[config.mk]
export PLATFORM = sky130hd
export DESIGN_NAME = csfr_top
export DESIGN_NICKNAME = d
export VERILOG_FILES = /design/src/csfr_pkg.sv /design/src/csfr_alu_flags.sv /design/src/csfr_top.sv
export SDC_FILE = /design/constraint.sdc
export NUM_CORES = 1
export LEC_CHECK = 0
export BUFFER_PORTS_ARGS = -buffer_cell sky130_fd_sc_hd__buf_2
export CAP_MARGIN = 40
export CORE_MARGIN = 8
export CORE_UTILIZATION = 30
export DETAILED_ROUTE_END_ITERATION = 12
export PLACE_DENSITY = 0.63
export SYNTH_ARGS = -nofsm -noshare
export SYNTH_HDL_FRONTEND = slang
export SYNTH_SLANG_ARGS = --single-unit
[constraint.sdc]
create_clock -name aclk -period 4.6 [get_ports aclk]
set_input_delay 0.23 -clock aclk [delete_from_list [all_inputs] [get_ports aclk]]
set_output_delay 0.23 -clock aclk [all_outputs]
set_load 0.1 [all_outputs]
[src/csfr_pkg.sv]
// Constants and types for the processor status flag register block
// What this block does
// - Status register accepts any instruction as its destination.
// - Flag-setting op into status: written flags dropped, ALU flags kept.
// - Watchdog and power-down bits ignore every software write.
// - Clear of status zeroes upper three bits, sets zero flag.
// - Bit 7 picks indirect bank pair: one gives banks 2-3, zero 0-1.
// - Bits 6-5 pick direct bank 0 to 3 in 128-byte steps.
// - Bit 4 set by reset, watchdog kick or sleep; cleared by time-out.
// - Bit 3 set by reset or watchdog kick; cleared by sleep.
// - Bit 2 set when an arithmetic or logic result is zero.
// - Bit 1 set on carry out of the low nibble for add and subtract.
// - Bit 0 set on carry out of the top bit for add and subtract.
// - Subtract adds two's complement; carries act as active-low borrows.
// - Rotates load carry with the bit shifted out of the source.
package csfr_pkg;

  // Bus register offsets (byte addresses)
  localparam logic [3:0] OFS_STATUS = 4'h0;
  localparam logic [3:0] OFS_RESULT = 4'h4;

  // Status bit positions
  localparam int BIT_INDIRECT = 7;
  localparam int BIT_DIRECT_HI = 6;
  localparam int BIT_DIRECT_LO = 5;
  localparam int BIT_EXPIRED_N = 4;
  localparam int BIT_SLEEP_N = 3;
  localparam int BIT_ZERO = 2;
  localparam int BIT_NIBBLE = 1;
  localparam int BIT_CARRY = 0;

  // Reset values; arithmetic flags are don't-care, held at zero
  localparam logic [7:0] STATUS_RESET = 8'h18;
  localparam logic [7:0] RESULT_RESET = 8'h00;

  // Mask of the software-writable status bits
  localparam logic [7:0] SW_WRITE_MASK = 8'hE7;
  localparam logic [7:0] FLAG_MASK = 8'h07;
  localparam logic [7:0] BANK_MASK = 8'hE0;

  // AXI response codes
  localparam logic [1:0] RESP_OKAY = 2'b00;
  localparam logic [1:0] RESP_SLVERR = 2'b10;

  // Core instruction classes
  typedef enum logic [3:0] {
    OP_NONE = 4'b0000,
    OP_ADD = 4'b0001,
    OP_SUB = 4'b0010,
    OP_AND = 4'b0011,
    OP_IOR = 4'b0100,
    OP_XOR = 4'b0101,
    OP_ROT_LEFT = 4'b0110,
    OP_ROT_RIGHT = 4'b0111,
    OP_CLEAR = 4'b1000,
    OP_SWAP = 4'b1001,
    OP_PASS = 4'b1010,
    OP_KICK = 4'b1011,
    OP_SLEEP = 4'b1100
  } csfr_op_t;

  // Bus slave states
  typedef enum logic [1:0] {
    BUS_IDLE = 2'b00,
    BUS_RESP = 2'b01
  } csfr_bus_t;

endpackage

[src/csfr_alu_flags.sv]
// Combinational result and flag computation for core operations
`timescale 1ns/1ps
module csfr_alu_flags (
  // Operation
  input wire csfr_pkg::csfr_op_t op,
  input wire logic [7:0] opnd_a,
  input wire logic [7:0] opnd_b,
  input wire logic carry_in,
  // Results
  output logic [7:0] result,
  output logic zero_flag,
  output logic nibble_carry_flag,
  output logic carry_flag,
  output logic upd_zero,
  output logic upd_arith,
  output logic upd_carry,
  output logic writes_dest
);

  // Subtract as a plus two's complement of b, so carries become borrows
  wire logic [7:0] addend = (op == csfr_pkg::OP_SUB) ? ~opnd_b : opnd_b;
  wire logic cin = (op == csfr_pkg::OP_SUB);
  wire logic [8:0] sum9 = {1'b0, opnd_a} + {1'b0, addend} + {8'h00, cin};
  wire logic [4:0] sum5 = {1'b0, opnd_a[3:0]} + {1'b0, addend[3:0]}
    + {4'h0, cin};
  wire logic is_arith = (op == csfr_pkg::OP_ADD) || (op == csfr_pkg::OP_SUB);

  always_comb begin
    result = opnd_b;
    carry_flag = sum9[8];
    nibble_carry_flag = sum5[4];
    upd_arith = is_arith;
    upd_carry = is_arith;
    upd_zero = 1'b1;
    writes_dest = 1'b1;
    case (op)
      csfr_pkg::OP_ADD,
      csfr_pkg::OP_SUB: result = sum9[7:0];
      csfr_pkg::OP_AND: result = opnd_a & opnd_b;
      csfr_pkg::OP_IOR: result = opnd_a | opnd_b;
      csfr_pkg::OP_XOR: result = opnd_a ^ opnd_b;
      csfr_pkg::OP_ROT_LEFT: begin
        result = {opnd_a[6:0], carry_in};
        carry_flag = opnd_a[7];
        upd_carry = 1'b1;
        upd_zero = 1'b0;
      end
      csfr_pkg::OP_ROT_RIGHT: begin
        result = {carry_in, opnd_a[7:1]};
        carry_flag = opnd_a[0];
        upd_carry = 1'b1;
        upd_zero = 1'b0;
      end
      csfr_pkg::OP_CLEAR: result = 8'h00;
      csfr_pkg::OP_SWAP: begin
        result = {opnd_a[3:0], opnd_a[7:4]};
        upd_zero = 1'b0;
      end
      csfr_pkg::OP_PASS: upd_zero = 1'b0;
      default: begin
        upd_zero = 1'b0;
        writes_dest = 1'b0;
      end
    endcase
    zero_flag = (result == 8'h00);
  end

endmodule // csfr_alu_flags

[src/csfr_top.sv]
// Status flag register with core port and AXI4-Lite register access
//
// Local design decisions: the AXI4-Lite register port and the address map.
`timescale 1ns/1ps
module csfr_top #(
  parameter int ADDR_W = 4,
  parameter int DATA_W = 32
) (
  // Clock and reset
  input wire logic aclk,
  input wire logic aresetn,
  // AXI4-Lite write address
  input wire logic awvalid,
  output logic awready,
  input wire logic [ADDR_W-1:0] awaddr,
  input wire logic [2:0] awprot,
  // AXI4-Lite write data
  input wire logic wvalid,
  output logic wready,
  input wire logic [DATA_W-1:0] wdata,
  input wire logic [DATA_W/8-1:0] wstrb,
  // AXI4-Lite write response
  output logic bvalid,
  input wire logic bready,
  output logic [1:0] bresp,
  // AXI4-Lite read address
  input wire logic arvalid,
  output logic arready,
  input wire logic [ADDR_W-1:0] araddr,
  input wire logic [2:0] arprot,
  // AXI4-Lite read data
  output logic rvalid,
  input wire logic rready,
  output logic [DATA_W-1:0] rdata,
  output logic [1:0] rresp,
  // Core instruction port
  input wire logic instr_valid,
  input wire csfr_pkg::csfr_op_t instr_op,
  input wire logic [7:0] instr_opnd_a,
  input wire logic [7:0] instr_opnd_b,
  input wire logic instr_dest_status,
  // Watchdog event
  input wire logic watchdog_timeout,
  // Core results
  output logic [7:0] result_out,
  output logic result_valid,
  // Status and bank selects
  output logic [7:0] status_out,
  output logic indirect_page_sel,
  output logic [1:0] direct_page_sel
);

  // Elaboration check on bus geometry
  if (DATA_W != 32 || ADDR_W < 3) begin : g_bad_params
    $error("csfr_top: DATA_W must be 32 and ADDR_W at least 3");
  end

  // Registers
  logic [7:0] status_reg;
  logic [7:0] status_next;
  logic [7:0] result_reg;
  logic result_valid_reg;

  // Bus slave registers
  logic aw_full_reg;
  logic [ADDR_W-1:0] aw_addr_reg;
  logic w_full_reg;
  logic [7:0] w_data_reg;
  logic w_strb_reg;
  logic awready_reg;
  logic wready_reg;
  logic bvalid_reg;
  logic [1:0] bresp_reg;
  csfr_pkg::csfr_bus_t rd_state_reg;
  logic arready_reg;
  logic rvalid_reg;
  logic [DATA_W-1:0] rdata_reg;
  logic [1:0] rresp_reg;

  // Flag unit outputs
  logic [7:0] alu_result;
  logic alu_zero;
  logic alu_nibble;
  logic alu_carry;
  logic alu_upd_zero;
  logic alu_upd_arith;
  logic alu_upd_carry;
  logic alu_writes_dest;

  csfr_alu_flags u_flags (
    .op(instr_op),
    .opnd_a(instr_opnd_a),
    .opnd_b(instr_opnd_b),
    .carry_in(status_reg[csfr_pkg::BIT_CARRY]),
    .result(alu_result),
    .zero_flag(alu_zero),
    .nibble_carry_flag(alu_nibble),
    .carry_flag(alu_carry),
    .upd_zero(alu_upd_zero),
    .upd_arith(alu_upd_arith),
    .upd_carry(alu_upd_carry),
    .writes_dest(alu_writes_dest)
  );

  // Core side decode
  wire logic core_op = instr_valid && (instr_op != csfr_pkg::OP_NONE);
  wire logic core_dest_wr = core_op && alu_writes_dest && instr_dest_status;
  wire logic kick_evt = instr_valid && (instr_op == csfr_pkg::OP_KICK);
  wire logic sleep_evt = instr_valid && (instr_op == csfr_pkg::OP_SLEEP);

  // Bus write decode
  wire logic aw_take = awvalid && awready_reg;
  wire logic w_take = wvalid && wready_reg;
  wire logic wr_fire = aw_full_reg && w_full_reg && !bvalid_reg;
  // Word index compare works for any address width of 3 or more
  wire logic [ADDR_W-1:0] aw_word = aw_addr_reg >> 2;
  wire logic [ADDR_W-1:0] ar_word = araddr >> 2;
  wire logic [ADDR_W-1:0] status_word = ADDR_W'(csfr_pkg::OFS_STATUS >> 2);
  wire logic [ADDR_W-1:0] result_word = ADDR_W'(csfr_pkg::OFS_RESULT >> 2);
  wire logic wr_hit_status = (aw_word == status_word);
  wire logic wr_hit_result = (aw_word == result_word);
  wire logic wr_mapped = wr_hit_status || wr_hit_result;
  // A bus write acts as a flag-free move into the register
  wire logic bus_status_wr = wr_fire && wr_hit_status && w_strb_reg;

  // Bus read decode
  wire logic ar_take = arvalid && arready_reg;
  wire logic rd_hit_status = (ar_word == status_word);
  wire logic rd_hit_result = (ar_word == result_word);
  // Any flag-setting op discards all three written flag bits
  wire logic alu_sets_flags = alu_upd_zero || alu_upd_arith || alu_upd_carry;
  wire logic [7:0] core_wr_mask = alu_sets_flags
    ? (csfr_pkg::SW_WRITE_MASK & ~csfr_pkg::FLAG_MASK)
    : csfr_pkg::SW_WRITE_MASK;
  wire logic [DATA_W-1:0] rd_word = rd_hit_status
    ? {{(DATA_W-8){1'b0}}, status_reg}
    : rd_hit_result ? {{(DATA_W-8){1'b0}}, result_reg}
    : {DATA_W{1'b0}};
  wire logic [1:0] rd_resp = (rd_hit_status || rd_hit_result)
    ? csfr_pkg::RESP_OKAY : csfr_pkg::RESP_SLVERR;

  // Next status value; core write beats a same-cycle bus write
  always_comb begin
    status_next = status_reg;
    if (core_dest_wr) begin
      // Status takes results like any destination register
      status_next = (status_reg & ~core_wr_mask)
        | (alu_result & core_wr_mask);
    end else if (bus_status_wr) begin
      status_next = (status_reg & ~csfr_pkg::SW_WRITE_MASK)
        | (w_data_reg & csfr_pkg::SW_WRITE_MASK);
    end
    // Hardware flag results override any written flag bits
    if (core_op && alu_upd_zero) begin
      status_next[csfr_pkg::BIT_ZERO] = alu_zero;
    end
    if (core_op && alu_upd_arith) begin
      status_next[csfr_pkg::BIT_NIBBLE] = alu_nibble;
    end
    if (core_op && alu_upd_carry) begin
      status_next[csfr_pkg::BIT_CARRY] = alu_carry;
    end
    // Time-out and power-down bits change only on hardware events
    if (kick_evt) begin
      status_next[csfr_pkg::BIT_EXPIRED_N] = 1'b1;
      status_next[csfr_pkg::BIT_SLEEP_N] = 1'b1;
    end else if (sleep_evt) begin
      status_next[csfr_pkg::BIT_EXPIRED_N] = 1'b1;
      status_next[csfr_pkg::BIT_SLEEP_N] = 1'b0;
    end
    // Time-out last so a real expiry is never masked by a kick
    if (watchdog_timeout) begin
      status_next[csfr_pkg::BIT_EXPIRED_N] = 1'b0;
    end
  end

  // Status register
  always_ff @(posedge aclk) begin
    if (!aresetn) begin
      status_reg <= csfr_pkg::STATUS_RESET;
    end else begin
      status_reg <= status_next;
    end
  end

  // Result of the last writing instruction
  always_ff @(posedge aclk) begin
    if (!aresetn) begin
      result_reg <= csfr_pkg::RESULT_RESET;
      result_valid_reg <= 1'b0;
    end else begin
      result_valid_reg <= core_op && alu_writes_dest;
      if (core_op && alu_writes_dest) begin
        result_reg <= alu_result;
      end
    end
  end

  // Write address holding
  always_ff @(posedge aclk) begin
    if (!aresetn) begin
      aw_full_reg <= 1'b0;
      aw_addr_reg <= '0;
    end else if (aw_take) begin
      aw_full_reg <= 1'b1;
      aw_addr_reg <= awaddr;
    end else if (wr_fire) begin
      aw_full_reg <= 1'b0;
    end
  end

  // Write data holding; only the low byte lane carries the register
  always_ff @(posedge aclk) begin
    if (!aresetn) begin
      w_full_reg <= 1'b0;
      w_data_reg <= 8'h00;
      w_strb_reg <= 1'b0;
    end else if (w_take) begin
      w_full_reg <= 1'b1;
      w_data_reg <= wdata[7:0];
      w_strb_reg <= wstrb[0];
    end else if (wr_fire) begin
      w_full_reg <= 1'b0;
    end
  end

  // Ready lowers once a beat is held, so nothing is taken twice
  always_ff @(posedge aclk) begin
    if (!aresetn) begin
      awready_reg <= 1'b0;
      wready_reg <= 1'b0;
    end else begin
      awready_reg <= !(aw_take || (aw_full_reg && !wr_fire));
      wready_reg <= !(w_take || (w_full_reg && !wr_fire));
    end
  end

  // Write response
  always_ff @(posedge aclk) begin
    if (!aresetn) begin
      bvalid_reg <= 1'b0;
      bresp_reg <= csfr_pkg::RESP_OKAY;
    end else if (wr_fire) begin
      bvalid_reg <= 1'b1;
      bresp_reg <= wr_mapped ? csfr_pkg::RESP_OKAY : csfr_pkg::RESP_SLVERR;
    end else if (bvalid_reg && bready) begin
      bvalid_reg <= 1'b0;
    end
  end

  // Read channel: one read in flight, data sampled at address accept
  always_ff @(posedge aclk) begin
    if (!aresetn) begin
      rd_state_reg <= csfr_pkg::BUS_IDLE;
      arready_reg <= 1'b0;
      rvalid_reg <= 1'b0;
      rdata_reg <= '0;
      rresp_reg <= csfr_pkg::RESP_OKAY;
    end else begin
      case (rd_state_reg)
        csfr_pkg::BUS_IDLE: begin
          arready_reg <= !ar_take;
          if (ar_take) begin
            rvalid_reg <= 1'b1;
            rdata_reg <= rd_word;
            rresp_reg <= rd_resp;
            rd_state_reg <= csfr_pkg::BUS_RESP;
          end
        end
        csfr_pkg::BUS_RESP: begin
          if (rready) begin
            rvalid_reg <= 1'b0;
            arready_reg <= 1'b1;
            rd_state_reg <= csfr_pkg::BUS_IDLE;
          end
        end
        default: begin
          rd_state_reg <= csfr_pkg::BUS_IDLE;
        end
      endcase
    end
  end

  // Outputs straight from flip-flops
  assign awready = awready_reg;
  assign wready = wready_reg;
  assign bvalid = bvalid_reg;
  assign bresp = bresp_reg;
  assign arready = arready_reg;
  assign rvalid = rvalid_reg;
  assign rdata = rdata_reg;
  assign rresp = rresp_reg;
  assign result_out = result_reg;
  assign result_valid = result_valid_reg;
  assign status_out = status_reg;
  assign indirect_page_sel = status_reg[csfr_pkg::BIT_INDIRECT];
  assign direct_page_sel = status_reg[csfr_pkg::BIT_DIRECT_HI:
    csfr_pkg::BIT_DIRECT_LO];

endmodule // csfr_top

* Word-level counts from Yosys, hierarchy flattened
Index checks and enable logic that the tools add are counted.
Storage, ports and cells: bits in registers 75, output and inout bits 61, word-level logic and storage cells 139
Operators by class: add/subtract/negate cells 4, equal/unequal tests 17, mux-type cells 32, bitwise gates (word level) 10, reduce and logical (&&, ||, !) cells 54
Operator list (number):
- $pmux 8 s8 | 1
- $mux 8 | 5
- $and 8x8->8 | 3
- $eq 4x4->1 const B | 5
- $logic_and 1x1->1 | 18
- $eq 4x3->1 const B | 4
- $not 8->8 | 2
- $or 8x8->8 | 2
- $mux 1 | 15
- $mux 2 | 6
- $reduce_bool 3->1 | 4
- $reduce_bool 2->1 | 5
- $reduce_or 10->1 | 1
- $add 8x8->9 | 1
- $add 9x1->9 | 1
- $eq 4x2->1 const B | 2
- $logic_not 4->1 | 2
- $logic_not 8->1 | 1
- $or 5x8->8 | 1
- $xor 8x8->8 | 1
- $logic_or 1x1->1 | 7
- $eq 2x1->1 const B | 3
- $pmux 1 s2 | 3
- $reduce_and 2->1 | 3
- 14 further kinds | 21

* Depth between registers and ports, before layout
Gate-level depths: netlist of the first run.
depth after elaboration 13, gate-level depth with buffers 13, mapped depth without buffers 11

* By module
A second synthesis of the first run with hierarchy kept.
Second synthesis, totals: cell total of the unflattened synthesis 436, area, all modules 3500.9 um^2
By module, submodules not included:
- csfr_top | times used 1, cells an instance 238, area an instance 2035.7 um^2, sequential area each 860.8 um^2
- csfr_alu_flags | times used 1, cells an instance 198, area an instance 1465.2 um^2, sequential area each 0.0 um^2

* Least setup slack after synthesis of the first run
OpenSTA, ideal clock, no wires.
kind input-to-reg, start input port instr_op[3], end register status_reg[5] (netlist: status_out[5]), setup time 80 ps, arrival time 2508 ps, data required time 4520 ps, slack 2012 ps, stages on the path 12, path buffers 2, path through buf_6 -> nor4b_2 -> buf_4 -> xnor2_1 -> ha_1 -> and3_1 -> o21ai_0 -> nand2_1 -> o311a_1 -> o21a_1 -> nor2b_4 -> a211oi_2
On the way: longest elaborated chain between the ends 8, elaborated cells between the ends (all ways) 25, those cells by class 2 x add/sub; 10 x eq/ne; 4 x mux; 2 x bitwise; 7 x reduce/logical
RTL lines:
- from (decl) | line csfr_top.sv:38 | input wire csfr_pkg::csfr_op_t instr_op,
- $eq 4x2->1 | line csfr_alu_flags.sv:21, csfr_alu_flags.sv:22, csfr_alu_flags.sv:36
- $mux 8 | line csfr_alu_flags.sv:21 | wire logic [7:0] addend = (op == csfr_pkg::OP_SUB) ? ~opnd_b : opnd_b;
- $add 8x8->9 | line csfr_alu_flags.sv:23 | wire logic [8:0] sum9 = {1'b0, opnd_a} + {1'b0, addend} + {8'h00, cin};
- $add 9x1->9 | line csfr_alu_flags.sv:23
- $pmux 8 s8 | line csfr_alu_flags.sv:36 | case (op)
- $and 8x8->8 | line csfr_top.sv:148 | | (alu_result & core_wr_mask);
- $or 8x8->8 | line csfr_top.sv:148
- $mux 8 | line csfr_top.sv:145 | if (core_dest_wr) begin
- to (signal assigned) | line csfr_top.sv:180 | status_reg <= csfr_pkg::STATUS_RESET;
- to (signal assigned) | line csfr_top.sv:182 | status_reg <= status_next;
- to (decl) | line csfr_top.sv:59 | logic [7:0] status_reg;
Parallel ways exist; a longest one is shown, timed or not. A chain may end at the register's enable or synchronous reset.

==> results.sh, run 1 <==
export IMPL_outcome="complete, no violations"
export IMPL_hp_start="watchdog_timeout"
export IMPL_drtAntennaViolNets=0
export IMPL_dp_hpwl_um=8240
export IMPL_clock_fmax_ghz=0.303
export IMPL_ys_ff_latch=43
export IMPL_io_buffer_count=75
export IMPL_p_leak_nw=1.81
export IMPL_synth_area_um2=3530
export IMPL_ys_warn_count=0
export IMPL_cts_buffers_inserted=5
export IMPL_std_cell_rows=39
export IMPL_grt_setup_unrepaired="no"
export IMPL_hold_viol=0
export IMPL_endpoint_kind="register"
export IMPL_max_cap_violations=0
export IMPL_tightest_slew_ns=0.857
export IMPL_reg2reg_slack_ns=2.57
export IMPL_cpPeakStageDelay_ns=0.81
export IMPL_ys_seq_area_share_pct=24.4
export IMPL_die_w_um=124
export IMPL_slew_viol_final=0
export IMPL_power_density_nw_per_um2=314
export IMPL_synth_edff_count=0
export IMPL_place_area_um2=3850
export IMPL_synth_cells=446
export IMPL_drt_first_pass_iters=6
export IMPL_cts_hold_buf=0
export IMPL_max_slew_margin_rel_pct=42.6
export IMPL_grtUsageTotal_pct=12.7
export IMPL_ctsHtreeMaxLevel=2
export IMPL_syn_avg_cell_area_um2=7.91
export IMPL_diodes=0
export IMPL_place_congestion=0.917
export IMPL_crit_top_cell="a21oi_1"
export IMPL_min_to="status_out[4]$_SDFFE_PN1P_"
export IMPL_hold_class="input port to register"
export IMPL_dieHeight_um=124
export IMPL_antenna_found_initial=1
export IMPL_drc=0
export IMPL_cp_start_kind="input port"
export IMPL_critPathKind="input port to register"
export IMPL_crit_fanout=33
export IMPL_area_growth_pct=13.7
export IMPL_fin_crit_ns=3.30
export IMPL_mostFrequentLayoutCells="buf_2 (75), a21oi_1 (44), dfxtp_1 (43), nand2_1 (36)"
export IMPL_synth_main_ff_cell="dfxtp_1"
export IMPL_fin_setup_tns_ns=0
export IMPL_nets=605
export IMPL_r2r_cells=7
export IMPL_hold_depth=2
export IMPL_clkSlewWorstSetupHoldPaths_ns=0.05
export IMPL_start_util_pct=30.8
export IMPL_synth_distinct_cells=68
export IMPL_avgViaCountPerCell=5.33
export IMPL_root_buffer="clkbuf_16"
export IMPL_drt_iter0_markers=204
export IMPL_path_delay_family="compound AO/OA/AOI/OAI gates"
export IMPL_grt_max_degree=42
export IMPL_layout_drive_gt1_share_pct=19.8
export IMPL_synthArstFlopShare_pct=0
export IMPL_insertion_delay_ns=0.28
export IMPL_finalClockSkew_ns=0.00824
export IMPL_finalInstanceArea_um2=4010
export IMPL_cp_data_arrival_time_ns=3.49
export IMPL_ios=141
export IMPL_max_vdd_ir_drop_v=0.000242
export IMPL_slowest_stage="nor4b_2"
export IMPL_design_core_area_um2=11500
export IMPL_postRouteWirelength_um=10600
export IMPL_wl_per_cell_um=16.6
export IMPL_setup_viol=0
export IMPL_cts_path_max_buffers=2
export IMPL_grt_pass1_wl_um=16900
export IMPL_postCtsSetupRepairBufs=0
export IMPL_fin_crit_sh_pct=71.7
export IMPL_path_buf_inv=2
export IMPL_crit_required_ns=4.79
export IMPL_vias=3423
export IMPL_dieArea_um2=15500
export IMPL_crit_chain="buf_2 -> nor4b_2 -> buf_4 -> xnor2_1 -> ha_1 -> a21oi_1 -> a21oi_1 -> a31oi_1 -> o311a_1 -> o21a_1 -> nand3_1 -> o31ai_2"
export IMPL_final_common_cell="buf_2"
export IMPL_fill_cells=1217
export IMPL_grt_pass1_vias=3290
export IMPL_r2r_start="bvalid$_SDFFE_PN0P_"
export IMPL_ctsResizeCount=0
export IMPL_grt_overflow_total=0
export IMPL_clock_sinks=43
export IMPL_cts_tree="built"
[routing by layer]
layer  GRT usage [%]  wire, um
met4            4.82       261
met1            15.6      4600
met5               0        10
met2            21.3      5060
met3            2.43       696
[layout make-up]
cell class,count,area [um^2],share of cell area (%)
clock inverter,2,16.3,0.406
sequential,43,861,21.5
tap,143,179,4.46
clock buffer,6,139,3.46
inverter,23,86.3,2.15
timing repair buffer,79,425,10.6
multi-input combinational,346,2300,57.4
[worst register-to-register path, stage by stage (launching register included)]
cell and delay [ns]:
dfxtp_1 0.34, nand3b_1 0.22, or4b_1 0.64, a21o_1 0.26, o211ai_1 0.18, a21oi_1 0.06
o21ai_0 0.11, o31ai_2 0.10
[stage by stage]
stage	utilization, %	std cells	power, mW	hold slack, ns	setup WS (ns)
2_1_floorplan	-	471	0.835	0.342	2.01
3_3_place_gp	33.4	633	0.901	0.443	1.10
3_5_place_dp	33.6	634	0.911	0.434	1.05
4_1_cts	35.0	642	1.26	0.145	1.33
5_1_grt	35.0	642	1.31	0.175	1.09
6_report	35.0	642	1.26	0.151	1.30
[power breakdown]
part           leakage [nW]  switching [mW]  internal [mW]
Sequential            0.352          0.0175          0.393
Clock                0.0731           0.136          0.216
Combinational          1.39           0.381          0.115
[cell families (layout without fill, tap and decap cells)]
family	count (synthesis)	after routing	share of synthesized area, %
xor+xnor	12	12	2.98
compound gates	131	131	24.9
flops	43	43	24.4
mux	16	16	4.61
fa+ha+maj	27	27	9.79
buf+inv	82	110	13.0
simple gates	134	134	20.3
other cells	1	26	0.106
[worst max-delay path by stage]
stage	startpoint	end	slack [ns]	cells past startpoint
5_1_grt	instr_op[0]	register	1.09	12
6_report	instr_op[0]	register	1.30	12
3_5_place_dp	instr_op[0]	register	1.05	12
3_3_place_gp	instr_op[0]	register	1.10	12
2_1_floorplan	instr_op[3]	status_out[5]$_SDFFE_PN0P_	2.01	12
4_1_cts	instr_op[0]	register	1.33	12
[cells in the mapped netlist, drive strengths merged, types with 5 or more instances]
cell,count,area [um^2]
mux2i,14,140
a21oi,44,220
nand2b,8,52.6
o22ai,6,43.8
clkbuf,11,41.3
nor2,25,93.8
nand2,36,135
buf,48,330
xnor2,10,87.6
ha,26,325
o21ai,15,75.1
a31oi,8,50.1
nand3,18,90.1
dfxtp,43,861
nor3,15,80.1
inv,23,86.3
nor2b,7,51.3
o21a,5,37.5
a211oi,11,87.6
Note: power is estimated with default switching activity, not from simulation.
==> inputs of run 2 (changes only) <==
clock period = 3.11 ns   (was 4.6 ns; I/O delays follow)
==> run 2 against run 1 <==
Effect of this change:
- combinational power up 49%
- cell area up 1.6%
- sequential share of layout area down 0.34 points
- die area unchanged
- cell count up 0.31%
- total power up 60%
- clock skew down 0.0018 ns
- non-clock buffer count up 2
- highest routed layer is now met4
==> results.sh, run 2 (same netlist as run 1, synthesis figures left out) <==
export IMPL_dieHeight_um=124
export IMPL_max_cap_violations=0
export IMPL_place_area_um2=3880
export IMPL_combinationalPowerShare_pct=36.7
export IMPL_setup_viol=0
export IMPL_fin_setup_tns_ns=0
export IMPL_drtAntennaViolNets=0
export IMPL_avgViaCountPerCell=5.31
export IMPL_area_growth_pct=15.5
export IMPL_cts_tree="built"
export IMPL_grtUsageTotal_pct=13.3
export IMPL_cp_start_kind="input port"
export IMPL_drc=0
export IMPL_hold_viol=0
export IMPL_path_buf_inv=3
export IMPL_start_util_pct=30.8
export IMPL_fin_crit_sh_pct=85.0
export IMPL_final_common_cell="buf_2"
export IMPL_clock_sinks=43
export IMPL_dp_hpwl_um=8270
export IMPL_crit_top_cell="o21ai_0"
export IMPL_antenna_found_initial=0
export IMPL_hold_slack_ns=0.0683
export IMPL_power_density_nw_per_um2=495
export IMPL_clkSlewWorstSetupHoldPaths_ns=0.06
export IMPL_drt_iter0_markers=173
export IMPL_grt_overflow_total=0
export IMPL_swShare_pct=39.8
export IMPL_grt_pass1_wl_um=17500
export IMPL_tightest_slew_ns=0.840
export IMPL_place_congestion=0.897
export IMPL_mostFrequentLayoutCells="buf_2 (75), a21oi_1 (44), dfxtp_1 (43), nand2_1 (36)"
export IMPL_design_core_area_um2=11500
export IMPL_max_vdd_ir_drop_v=0.000363
export IMPL_drt_first_pass_iters=4
export IMPL_pwr_share_seq_pct=30.0
export IMPL_critPathKind="input port to register"
export IMPL_wl_per_cell_um=16.7
export IMPL_dieArea_um2=15500
export IMPL_crit_required_ns=3.31
export IMPL_cts_buffers_inserted=5
export IMPL_std_cell_rows=39
export IMPL_slew_viol_final=0
export IMPL_ctsResizeCount=0
export IMPL_cts_path_max_buffers=2
export IMPL_endpoint_kind="register"
export IMPL_io_buffer_count=75
export IMPL_cts_hold_buf=0
export IMPL_nets=607
export IMPL_insertion_delay_ns=0.28
export IMPL_root_buffer="clkbuf_16"
export IMPL_max_slew_margin_rel_pct=43.9
export IMPL_p_leak_nw=1.84
export IMPL_die_w_um=124
export IMPL_finalClockSkew_ns=0.00639
export IMPL_fin_crit_ns=2.64
export IMPL_clock_fmax_ghz=0.378
export IMPL_finalInstanceArea_um2=4070
export IMPL_slowest_stage="fa_1"
export IMPL_power_switching_mw=0.803
export IMPL_crit_fanout=9
export IMPL_outcome="complete, no violations"
export IMPL_vias=3420
export IMPL_path_delay_family="compound AO/OA/AOI/OAI gates"
export IMPL_postRouteWirelength_um=10800
export IMPL_cp_data_arrival_time_ns=2.84
export IMPL_layout_drive_gt1_share_pct=20.2
export IMPL_crit_chain="buf_2 -> nor4b_2 -> buf_12 -> xnor2_1 -> inv_1 -> fa_1 -> nor2b_1 -> o21ai_0 -> a21boi_0 -> o31ai_1 -> o21ai_0 -> nand4b_1 -> o31ai_2"
export IMPL_grt_max_degree=42
export IMPL_diodes=0
export IMPL_postCtsSetupRepairBufs=0
export IMPL_ios=141
export IMPL_hold_class="input port to register"
export IMPL_power_internal_mw=1.21
export IMPL_grt_setup_unrepaired="no"
export IMPL_clkPwrFrac_pct=33.3
export IMPL_cpPeakStageDelay_ns=0.44
export IMPL_grt_pass1_vias=3300
export IMPL_ctsHtreeMaxLevel=2
## run 2: cell types whose count changed in the layout (fill, tap and decap cells not counted), sizes merged
cell / change
clkinv: -1
buf: +2
clkbuf: -1
bufinv: +2
## run 2: final cells by class
| class | instances | area (um^2) |
|---|---|---|
| Timing Repair Buffer | 81 | 453 |
| Sequential cell | 43 | 861 |
| Inverter | 23 | 86.3 |
| Clock inverter | 3 | 67.6 |
| Fill cell | 1189 | 7390 |
| Clock buffer | 5 | 125 |
| Tap cell | 143 | 179 |
| Multi-Input combinational cell | 346 | 2300 |
## run 2: stage by stage
step	setup slack (ns)	std cells	utilization [%]	total power, mW
after floorplan	0.596	471	-	1.24
after global placement	0.245	635	33.6	1.34
after detailed placement	0.239	636	33.8	1.35
after CTS	0.517	644	35.5	2.02
after global routing	0.245	644	35.5	2.10
final	0.465	644	35.5	2.02
## run 2: path summary, 6_finish.rpt
path	depth (start not counted)	startpoint	slack [ns]	end
worst max-delay path	13	instr_op[0]	0.47	register
worst min-delay path	2	watchdog_timeout	0.07	status_out[4]$_SDFFE_PN1P_
worst max register to register	7	bvalid$_SDFFE_PN0P_	1.08	register
worst min register to register	2	aw_addr_reg[2]$_SDFFE_PN0P_	0.46	aw_addr_reg[2]$_SDFFE_PN0P_
## run 2: power groups by stage
| stage | Sequential (mW) | Combinational, mW | Clock [mW] |
|---|---|---|---|
| 2_1_floorplan | 0.766 | 0.470 | 0 |
| 3_3_place_gp | 0.618 | 0.718 | 0 |
| 3_5_place_dp | 0.618 | 0.733 | 0 |
| 4_1_cts | 0.606 | 0.736 | 0.676 |
| 5_1_grt | 0.610 | 0.787 | 0.705 |
| 6_report | 0.606 | 0.740 | 0.672 |
## run 2: per-layer routing
metal | up-vias | wire length [um] | GRT usage (%) | part of all wire, %
met5 | - | 0 | 0 | 0
met4 | 0 | 226 | 4.18 | 2.1
met3 | 20 | 634 | 2.64 | 5.9
met2 | 129 | 5120 | 22.0 | 48
met1 | 1603 | 4790 | 16.8 | 44
li1 | 1668 | - | - | -
